<file path="config.mk">
export PLATFORM = sky130hd
export DESIGN_NAME = mrs_bank
export DESIGN_NICKNAME = d
export VERILOG_FILES = /design/src/core/mrs_pkg.sv /design/src/core/mrs_cal_if.sv /design/src/core/mrs_bank.sv /design/src/core/mrs_cal_dec.sv
export VERILOG_INCLUDE_DIRS = /design/src /design/src/core
export SDC_FILE = /design/constraint.sdc
export NUM_CORES = 1
export LEC_CHECK = 0
export ABC_AREA = 0
export ABC_CLOCK_PERIOD_IN_PS = 1830
export BUFFER_PORTS_ARGS = -buffer_cell sky130_fd_sc_hd__buf_2
export CAP_MARGIN = 20
export CORE_MARGIN = 4
export CORE_UTILIZATION = 54
export CTS_BUF_LIST = sky130_fd_sc_hd__clkbuf_8
export CTS_CLUSTER_DIAMETER = 30
export DETAILED_ROUTE_END_ITERATION = 7
export PLACE_DENSITY = 0.84
export SETUP_SLACK_MARGIN = 0.4
export SLEW_MARGIN = 15
export SYNTH_ARGS = -nofsm -noshare
export SYNTH_HDL_FRONTEND = slang
export SYNTH_HIERARCHICAL = 1
export SYNTH_SLANG_ARGS = --single-unit
</file>
<file path="constraint.sdc">
create_clock -name clk_in -period 1.83 [get_ports clk_in]
set_input_delay 0.549 -clock clk_in [delete_from_list [all_inputs] [get_ports clk_in]]
set_output_delay 0.549 -clock clk_in [all_outputs]
set_load 0.03 [all_outputs]
</file>
<file path="src/core/mrs_cfg.svh">
// mode-register bank addresses, field positions and fixed codes
`ifndef MRS_CFG_SVH
`define MRS_CFG_SVH
`define MRS_ADDR_TEMP 8'h04
`define MRS_ADDR_MAKER 8'h05
`define MRS_ADDR_REV1 8'h06
`define MRS_ADDR_REV2 8'h07
`define MRS_ADDR_CONF 8'h08
`define MRS_ADDR_TEST 8'h09
`define MRS_ADDR_CAL 8'h0A
`define MRS_FLAG_BIT 7
`define MRS_HOT_BIT 2
`define MRS_CAL_INIT 8'hFF
`define MRS_CAL_LONG 8'hAB
`define MRS_CAL_SHORT 8'h56
`define MRS_CAL_RESET 8'hC3
`define MRS_TYPE_PREFETCH4 2'h0
`define MRS_DENS_2GB 4'h5
`define MRS_IOW_X32 2'h0
`define MRS_IOW_X16 2'h1
`define MRS_RATE_RESET 3'h3
`define MRS_RATE_2X 3'h2
`define MRS_RATE_1X 3'h3
`define MRS_TEST_RESET 8'h00
`define MRS_MAKER_CODE 8'h5A
`define MRS_REV1_CODE 8'h11
`define MRS_REV2_CODE 8'h22
`endif

</file>
<file path="src/core/mrs_pkg.sv">
// types shared by the mode-register bank
package mrs_pkg;
    typedef enum logic [2:0] {
        MRS_CAL_NONE,
        MRS_CAL_INIT_C,
        MRS_CAL_LONG_C,
        MRS_CAL_SHORT_C,
        MRS_CAL_RESET_C
    } mrs_cal_t;
endpackage

</file>
<file path="src/core/mrs_cal_if.sv">
// carrier between the bank and its calibration decoder
`timescale 1ns/100ps
interface mrs_cal_if;
    logic wr_stb;
    logic [7:0] code;
    mrs_pkg::mrs_cal_t cmd;
    logic cmd_vld;
    modport bank (output wr_stb, output code, input cmd, input cmd_vld);
    modport dec (input wr_stb, input code, output cmd, output cmd_vld);
endinterface

</file>
<file path="src/core/mrs_bank.sv">
// mode-register bank: temperature status, identity, test and calibration
`timescale 1ns/100ps
`include "mrs_cfg.svh"

// Functional notes
// reading the temperature status register clears its update flag
// update flag is zero after power-up
// flag sets when refresh-rate field changes after last read
// refresh-rate field bit 2 set means die hotter than 85C
// controller treats rate codes 000 and 111 as unsafe
// controller adds 1.875ns to core timings when derating; the model only sets derate_q for rate code 110 and changes no timing
// address 05h returns the read-only maker code
// addresses 06h and 07h return read-only revision codes
// address 08h bits 1:0 give device type, 00 four-bit prefetch
// address 08h bits 5:2 give density, 0101 for 2Gb
// address 08h bits 7:6 give I/O width, 00 x32, 01 x16
// address 09h is vendor test mode, untouched in normal use
// code FF starts post-init calibration, C3 resets calibration
// code AB starts long, 56 short calibration at 0Ah
// controller never writes reserved calibration codes; the bench sends 00h and 12h to 0Ah through the model
// reserved calibration codes are ignored
// refresh code 010 is twice, 011 once nominal interval
// writes to read-only registers leave their values unchanged
module mrs_bank
    import mrs_pkg::*;
#(
    parameter logic [7:0] MAKER_CODE = `MRS_MAKER_CODE, // arbitrary value
    parameter logic [7:0] REV1_CODE = `MRS_REV1_CODE, // arbitrary value
    parameter logic [7:0] REV2_CODE = `MRS_REV2_CODE, // arbitrary value
    parameter logic [1:0] IO_WIDTH = `MRS_IOW_X32
)
(
    input wire logic clk_in,
    input wire logic rst_b_in,
    input wire logic mr_rd_in,
    input wire logic mr_wr_in,
    input wire logic [7:0] mode_reg_address_in,
    input wire logic [7:0] mr_wdata_in,
    input wire logic [2:0] refresh_rate_field_in,
    output logic [7:0] mr_rdata_out,
    output logic mr_rvalid_out,
    output logic temp_change_flag_out,
    output logic over_85c_out,
    output logic [2:0] cal_cmd_out,
    output logic cal_start_out
);
    logic [2:0] rate_s1_q, rate_s2_q, rate_d, rate_q;
    logic flag_q, flag_d;
    logic [7:0] test_q, test_d;
    logic [7:0] rdata_q, rdata_d;
    logic rvalid_q, rvalid_d;
    logic [2:0] calcmd_q, calcmd_d;
    logic calst_q, calst_d;
    logic rd_temp;

    mrs_cal_if cal ();

    // ----------------------------------------------------------------
    // read mux function
    // ----------------------------------------------------------------
    function automatic logic [7:0] mrs_read(input logic [7:0] addr, input logic flag,
                                            input logic [2:0] rate, input logic [7:0] test);
        logic [7:0] val;
        val = 8'h00;
        case (addr)
            `MRS_ADDR_TEMP: val = {flag, 4'h0, rate};
            `MRS_ADDR_MAKER: val = MAKER_CODE;
            `MRS_ADDR_REV1: val = REV1_CODE;
            `MRS_ADDR_REV2: val = REV2_CODE;
            `MRS_ADDR_CONF: val = {IO_WIDTH, `MRS_DENS_2GB, `MRS_TYPE_PREFETCH4};
            `MRS_ADDR_TEST: val = test;
            default: val = 8'h00;
        endcase
        return val;
    endfunction

    // ----------------------------------------------------------------
    // sensor input synchroniser
    // ----------------------------------------------------------------
    // sensor code comes from an analog block; two stages before use
    always_ff @(posedge clk_in) begin
        if (!rst_b_in) begin
            rate_s1_q <= `MRS_RATE_RESET;
            rate_s2_q <= `MRS_RATE_RESET;
        end else begin
            rate_s1_q <= refresh_rate_field_in;
            rate_s2_q <= rate_s1_q;
        end
    end

    // ----------------------------------------------------------------
    // temperature status
    // ----------------------------------------------------------------
    assign rd_temp = mr_rd_in && (mode_reg_address_in == `MRS_ADDR_TEMP);

    // change sets the flag, a read clears it; a change in the read cycle wins
    always_comb begin
        rate_d = rate_s2_q;
        flag_d = flag_q;
        if (rd_temp) begin
            flag_d = 1'b0;
        end
        if (rate_s2_q != rate_q) begin
            flag_d = 1'b1;
        end
    end

    // flag and latched rate registers
    always_ff @(posedge clk_in) begin
        if (!rst_b_in) begin
            rate_q <= `MRS_RATE_RESET;
            flag_q <= 1'b0;
        end else begin
            rate_q <= rate_d;
            flag_q <= flag_d;
        end
    end

    // ----------------------------------------------------------------
    // register writes and reads
    // ----------------------------------------------------------------
    // only test and calibration addresses accept writes
    always_comb begin
        test_d = test_q;
        if (mr_wr_in && mode_reg_address_in == `MRS_ADDR_TEST) begin
            test_d = mr_wdata_in;
        end
        // identity and config addresses have no write path
        rdata_d = rdata_q;
        rvalid_d = mr_rd_in;
        if (mr_rd_in) begin
            rdata_d = mrs_read(mode_reg_address_in, flag_q, rate_q, test_q);
        end
    end

    // write-side and read-data registers
    always_ff @(posedge clk_in) begin
        if (!rst_b_in) begin
            test_q <= `MRS_TEST_RESET;
            rdata_q <= 8'h00;
            rvalid_q <= 1'b0;
        end else begin
            test_q <= test_d;
            rdata_q <= rdata_d;
            rvalid_q <= rvalid_d;
        end
    end

    // ----------------------------------------------------------------
    // calibration command
    // ----------------------------------------------------------------
    assign cal.wr_stb = mr_wr_in && (mode_reg_address_in == `MRS_ADDR_CAL);
    assign cal.code = mr_wdata_in;

    mrs_cal_dec u_cal_dec (
        .clk_in(clk_in),
        .rst_b_in(rst_b_in),
        .cal(cal)
    );

    // retime decoder output onto top-level flops
    always_comb begin
        calcmd_d = cal.cmd;
        calst_d = cal.cmd_vld;
    end

    // calibration output registers
    always_ff @(posedge clk_in) begin
        if (!rst_b_in) begin
            calcmd_q <= 3'h0;
            calst_q <= 1'b0;
        end else begin
            calcmd_q <= calcmd_d;
            calst_q <= calst_d;
        end
    end

    // ----------------------------------------------------------------
    // outputs
    // ----------------------------------------------------------------
    assign mr_rdata_out = rdata_q;
    assign mr_rvalid_out = rvalid_q;
    assign temp_change_flag_out = flag_q;
    assign over_85c_out = rate_q[`MRS_HOT_BIT];
    assign cal_cmd_out = calcmd_q;
    assign cal_start_out = calst_q;

    // ----------------------------------------------------------------
    // checks
    // ----------------------------------------------------------------
    AST_FLAG_CLEAR: assert property (@(posedge clk_in) disable iff (!rst_b_in)
        rd_temp && rate_s2_q == rate_q |=> !temp_change_flag_out)
        else $error("temperature read did not clear flag");
    AST_FLAG_RESET: assert property (@(posedge clk_in)
        !rst_b_in |=> !temp_change_flag_out)
        else $error("flag not zero after reset");
    AST_FLAG_SET: assert property (@(posedge clk_in) disable iff (!rst_b_in)
        $changed(rate_q) |-> temp_change_flag_out)
        else $error("rate change did not set flag");
    AST_HOT: assert property (@(posedge clk_in) disable iff (!rst_b_in)
        over_85c_out == rate_q[2])
        else $error("hot indication mismatched");
    AST_MAKER: assert property (@(posedge clk_in) disable iff (!rst_b_in)
        mr_rd_in && mode_reg_address_in == 8'h05 |=> mr_rvalid_out && mr_rdata_out == MAKER_CODE)
        else $error("maker code wrong");
    AST_REV: assert property (@(posedge clk_in) disable iff (!rst_b_in)
        mr_rd_in && mode_reg_address_in == 8'h07 |=> mr_rdata_out == REV2_CODE)
        else $error("revision code wrong");
    AST_CONF: assert property (@(posedge clk_in) disable iff (!rst_b_in)
        mr_rd_in && mode_reg_address_in == 8'h08 |=> mr_rdata_out[5:0] == 6'h14)
        else $error("type or density wrong");
    AST_CAL_START: assert property (@(posedge clk_in) disable iff (!rst_b_in)
        mr_wr_in && mode_reg_address_in == 8'h0A && mr_wdata_in == 8'hC3
        |=> ##1 cal_start_out && cal_cmd_out == 3'h4)
        else $error("calibration reset not issued after two cycles");
    AST_RO_WRITE: assert property (@(posedge clk_in) disable iff (!rst_b_in)
        mr_wr_in && mode_reg_address_in == 8'h05 ##[1:8] mr_rd_in && mode_reg_address_in == 8'h05
        |=> mr_rdata_out == MAKER_CODE)
        else $error("write altered read-only register");
    COV_FLAG: cover property (@(posedge clk_in) disable iff (!rst_b_in)
        temp_change_flag_out ##1 rd_temp ##1 !temp_change_flag_out);
    COV_CAL: cover property (@(posedge clk_in) disable iff (!rst_b_in) cal_start_out);
    COV_RACE: cover property (@(posedge clk_in) disable iff (!rst_b_in)
        rd_temp && rate_s2_q != rate_q);
endmodule

</file>
<file path="src/core/mrs_cal_dec.sv">
// calibration command decoder with registered one-cycle outputs
`timescale 1ns/100ps
`include "mrs_cfg.svh"
module mrs_cal_dec
    import mrs_pkg::*;
(
    input wire logic clk_in,
    input wire logic rst_b_in,
    mrs_cal_if.dec cal
);
    mrs_cal_t cmd_q, cmd_d;
    logic vld_q, vld_d;

    // ----------------------------------------------------------------
    // decode
    // ----------------------------------------------------------------
    // reserved codes yield no command at all
    always_comb begin
        cmd_d = MRS_CAL_NONE;
        vld_d = 1'b0;
        if (cal.wr_stb) begin
            vld_d = 1'b1;
            case (cal.code)
                `MRS_CAL_INIT: cmd_d = MRS_CAL_INIT_C;
                `MRS_CAL_RESET: cmd_d = MRS_CAL_RESET_C;
                `MRS_CAL_LONG: cmd_d = MRS_CAL_LONG_C;
                `MRS_CAL_SHORT: cmd_d = MRS_CAL_SHORT_C;
                default: vld_d = 1'b0;
            endcase
        end
    end

    // register decode result
    always_ff @(posedge clk_in) begin
        if (!rst_b_in) begin
            cmd_q <= MRS_CAL_NONE;
            vld_q <= 1'b0;
        end else begin
            cmd_q <= cmd_d;
            vld_q <= vld_d;
        end
    end

    assign cal.cmd = cmd_q;
    assign cal.cmd_vld = vld_q;

    AST_CAL_RSVD: assert property (@(posedge clk_in) disable iff (!rst_b_in)
        cal.wr_stb && !(cal.code inside {8'hFF, 8'hAB, 8'h56, 8'hC3}) |=> !cal.cmd_vld)
        else $error("reserved calibration code produced a command");
    AST_CAL_LONG: assert property (@(posedge clk_in) disable iff (!rst_b_in)
        cal.wr_stb && cal.code == 8'hAB |=> cal.cmd_vld && cal.cmd == MRS_CAL_LONG_C)
        else $error("long calibration not issued");
endmodule

</file>
== After elaboration in Yosys (flattened, before gate mapping) ==
Index checks and enable logic that the tools add are counted.
Cells by class
  mux-type cells: 5
  eq/ne operators: 12
  reductions and logical operators: 6
Operator list (count)
  8-bit case mux with 6 select lines: 1
  8-bit by 3-bit equality test with 1-bit output, second input constant: 4
  8-bit by 4-bit equality test with 1-bit output, second input constant: 3
  8-bit equality test, second input constant: 3
  3-bit case mux with 4 select lines: 1
  8-bit by 7-bit equality test with 1-bit output, second input constant: 1
  4-bit OR reduction: 1
  1-bit logical AND: 3
  1-bit two-way mux: 3
  3-bit != test: 1
  2-bit AND reduction: 1
  2-bit nonzero test: 1
Word-level totals
  register bits after elaboration: 35
  output and inout port bits: 15

== Logic depth before layout (Yosys ltp) ==
  depth after elaboration: 4
  gate-level depth with buffers: 5
  mapped depth without buffers: 4

== Cells and area by module ==
Netlist, hierarchy kept.
By module, submodules not included
  mrs_bank: times used 1, cells an instance 118, area each 1278.7 sq um
  mrs_cal_dec: times used 1, cells an instance 22, area each 183.9 sq um

== Least setup slack after synthesis ==
OpenSTA, ideal clock, no wires.
  kind: input to register
  start point: input port mode_reg_address_in[5]
  end point: register flag_q (netlist: temp_change_flag_out)
  cell stages on the path: 4
  setup time: 0.123 ns
  arrival time: 1.524 ns
  path slack: 0.183 ns
  cell sequence: or4_4 > nor4_4 > a21bo_2 > a21boi_1
Between the ends
  word-level cells in the longest chain between the ends: 3
Ends and longest elaborated chain
  start: declaration: line mrs_bank.sv:37  | input wire logic [7:0] mode_reg_address_in,
  8-bit by 3-bit equality test with 1-bit output
  1-bit logical AND: line mrs_bank.sv:94  | assign rd_temp = mr_rd_in && (mode_reg_address_in == `MRS_ADDR_TEMP);
  2-bit nonzero test (no source line)
  end signal: assignment: line mrs_bank.sv:115  | flag_q <= flag_d;
  end: declaration: line mrs_bank.sv:48  | logic flag_q, flag_d;
No other way between the ends.
A chain may end at the register's enable or synchronous reset.

== Worst setup path after layout ==
  start point: input port mode_reg_address_in[6]
  end point: register flag_q (netlist: temp_change_flag_out)
Same word-level chain as after synthesis.

==> reports/qor.yml <==
run_status: "finished clean"
reg2reg_setup_slack_ns: 0.85
grt_first_pass_wirelength_mm: 5.313
p_per_area_mw_per_mm2: 926.3
mostFrequentLayoutCell: "sky130_fd_sc_hd__dfxtp_1"
cp_slowest_stage_delay_ns: 0.57
postSynthNetCount: 163
mean_area_per_synthesized_cell_um2: 10.45
clock_edge_transition_at_the_registers_on_the_reported_setup_and_hold_paths_ns: 0.07
min-delay-path-class: "reg2reg"
detailed_router_s_first_iteration_violation_count: 39
postRouteAntennaNets: 0
flip_flop_and_latch_count_after_synthesis: 35
core.rowCount: 18
tritoncts: "built"
insertedDiodeCount: 0
finish.net_count: 206
pwr-share-clk_pct: 47.1
routed_wl_mm: 3.457
initial_utilization_pct: 57.99
post_drt_wl_per_cell_um: 16.15
synth_cells: 140
cts_buffers: 5
synthDominantCellAreaShare_pct: 47.90
maximum_number_of_pins_on_one_net_before_global_route_repair: 25
most_frequent_cells_in_the_layout: "sky130_fd_sc_hd__dfxtp_1, sky130_fd_sc_hd__buf_2, sky130_fd_sc_hd__nor2b_1, sky130_fd_sc_hd__nand2_1"
multi_input_comb_area_um2: 748.2
critPathArrivalTime_ns: 1.62
finalClockSkew_ns: 0.004941
vias_per_cell: 5.607
cts_root_buffer: "sky130_fd_sc_hd__clkbuf_8"
synth_edf_count: 0
postSynth.topFlopCell: "sky130_fd_sc_hd__dfxtp_1"
max-clock-path-buffers: 2
critical_path.endpoint: "temp_change_flag_out"
power.ir.vdd_worst_mv: 1.058
post-place-ws_ns: -0.02888
detailedRoute.firstPassIterationCount: 4
synth_seq_area_share_pct: 47.90
fin_util_pct: 74.80
final_period_util_pct: 78.71
ys_warn_count: 6
worst-endpoint-required_ns: 2.01
worstMarginPinSlew_ns: 0.6210
detailed_route_drc_error_count: 0
p_switching_w: 0.0003664
setup.worst_path.start: "mode_reg_address_in[6]"
critical_path_class: "in2reg"
timing_max_transition_violations_final: 0
gp_routability_congestion: 0.8835
finalCriticalPeriod_ns: 1.440
drive_gt1_share_pct: 36.96
die_area_mm2: 0.003605
design.portCount: 38
setup_ws_ns: 0.3896
htree_levels: 2
detailed_place_hpwl_mm: 2.461
r2r.worst_path.cells: 3
ys_async_sr_fraction_pct: 0
grt_overflow_total: 0
filler_cell_count: 206
fmaxAchievable_ghz: 0.6942
timing.critical_path.fanout_max: 3
internal_power_component_w: 0.001381
r2r_end: "mr_rdata_out[2]"
critical_path.reg2reg.startpoint: "rate_q[2]"
worst_hold_path.num_cells: 1
synth_area_leader_cell: "sky130_fd_sc_hd__dfxtp_1"
post_cts_hold_buffer_count: 0
synthTopCellsByArea: "sky130_fd_sc_hd__dfxtp_1, sky130_fd_sc_hd__nor2b_1, sky130_fd_sc_hd__mux2i_1, sky130_fd_sc_hd__and2_1, sky130_fd_sc_hd__nand2b_1"
netlist_area_mm2: 0.001463
power_switching_share_pct: 20.97
post_synth_num_cell_types: 41
vias_in_the_first_global_route: 1217
grt_setup_unrepaired: "true"
crit_slowest_cell: "sky130_fd_sc_hd__or4_4"
leakagePower_nw: 0.8328
chipWidth_um: 60.05
path_cells: "buf_8 > or4_4 > nor4_4 > a21bo_2 > a21boi_1"
setup_viol_count_final: 0
critical_path.startpoint_type: "input port"
die_height_um: 60.05
antenna_found_initial: 0
crit_path_end_kind: "flop"
portBuffers: 37
max-cap-violations: 0
sequential_cell_area_um2: 700.7
power_frac_seq_pct: 44.6
grt_usage_pct: 20.52
comb_power_share_pct: 8.3
clock_latency_at_the_later_pin_of_the_worst_skew_pair_ns: 0.29
area_growth_pct: 29.00
placeableCoreArea_mm2: 0.002522
hold_viol: 0
slew_headroom_pct: 58.52
route.vias.total: 1200
tritoncts_num_sinks: 35
-- flip-flops by register name, indices dropped and copies added, names as in the netlist, 3 cells and up --
signal	count
cal_cmd_out	3
mr_rdata_out	8
rate_d	3
rate_q	3
rate_s1_q	3
test_q	8
u_cal_dec/cal.cmd	3
-- layer usage --
metal | GRT usage (%) | part of all wire, %
met3 | 7.775 | 5.8
met1 | 21.81 | 40
met4 | 11.39 | 2.6
met5 | 0 | 0
met2 | 34.57 | 52
-- logic make-up after synthesis --
group | synth area share (%)
AND/OR/NAND/NOR | 27.80
flip-flops | 47.90
buffers and inverters | 2.908
AO/OA/AOI/OAI | 14.12
XOR/XNOR | 1.797
multiplexers | 5.475
-- area by class of cell --
type,instances,share of cell area (%)
clock buffer,5,3.647
clock inverter,3,3.581
sequential,35,37.14
multi-input combinational,98,39.66
timing repair buffer,43,13.99
tap,30,1.989
-- cells in the mapped netlist (3+ instances only) --
| master | instances |
|---|---|
| sky130_fd_sc_hd__nand3_1 | 3 |
| sky130_fd_sc_hd__nor3_1 | 3 |
| sky130_fd_sc_hd__a22o_1 | 3 |
| sky130_fd_sc_hd__nand2b_1 | 7 |
| sky130_fd_sc_hd__and2_1 | 8 |
| sky130_fd_sc_hd__nor2_1 | 6 |
| sky130_fd_sc_hd__mux2i_1 | 8 |
| sky130_fd_sc_hd__dfxtp_1 | 35 |
| sky130_fd_sc_hd__nor2b_1 | 13 |
| sky130_fd_sc_hd__nand2_1 | 10 |
| sky130_fd_sc_hd__a21oi_1 | 5 |
| sky130_fd_sc_hd__xor2_1 | 3 |
-- worst min path at each step --
stage / slack, ns / from / end
floorplan: 0.39 / rate_s1_q[0] / rate_d[0]
global placement: 0.40 / rate_s1_q[1] / rate_d[1]
detailed placement: 0.40 / rate_s1_q[0] / rate_d[0]
CTS: 0.43 / rate_s1_q[0] / rate_d[0]
global route: 0.44 / rate_s1_q[1] / rate_d[1]
finish: 0.42 / rate_s1_q[0] / rate_d[0]
-- per-stage QoR --
step	total power [W]	setup TNS (ns)	area, µm²	hold slack (ns)	instances
floorplan	0.0008727	0	1479	0.3863	140
global placement	0.0009234	0	1697	0.3995	205
detailed placement	0.0009295	-0.02888	1697	0.4049	205
CTS	0.001754	0	1859	0.4273	214
global route	0.001814	0	1887	0.4410	214
finish	0.001748	0	1887	0.4218	214
-- power by group through the flow --
stage               Clock, W  Combinational, W  Sequential, W
global placement           0          0.000127       0.000796
CTS                 0.000835          0.000139       0.000780
finish              0.000822          0.000146       0.000780
global route        0.000877          0.000157       0.000780
detailed placement         0          0.000133       0.000797
floorplan                  0         0.0000689       0.000804
-- worst max-delay path: cells and delay by family --
kind | cells | cell delay (ns)
compound gates | 2 | 0.22
buf+inv | 1 | 0.10
simple gates | 2 | 0.75
-- timing repair --
item	CTS	global route
hold endpoints to repair	0	0
setup buffers	1	0
pin swaps	4	1
gates resized for setup	6	8
setup endpoints to repair	4	15
Power figures use the tool's default switching activity.
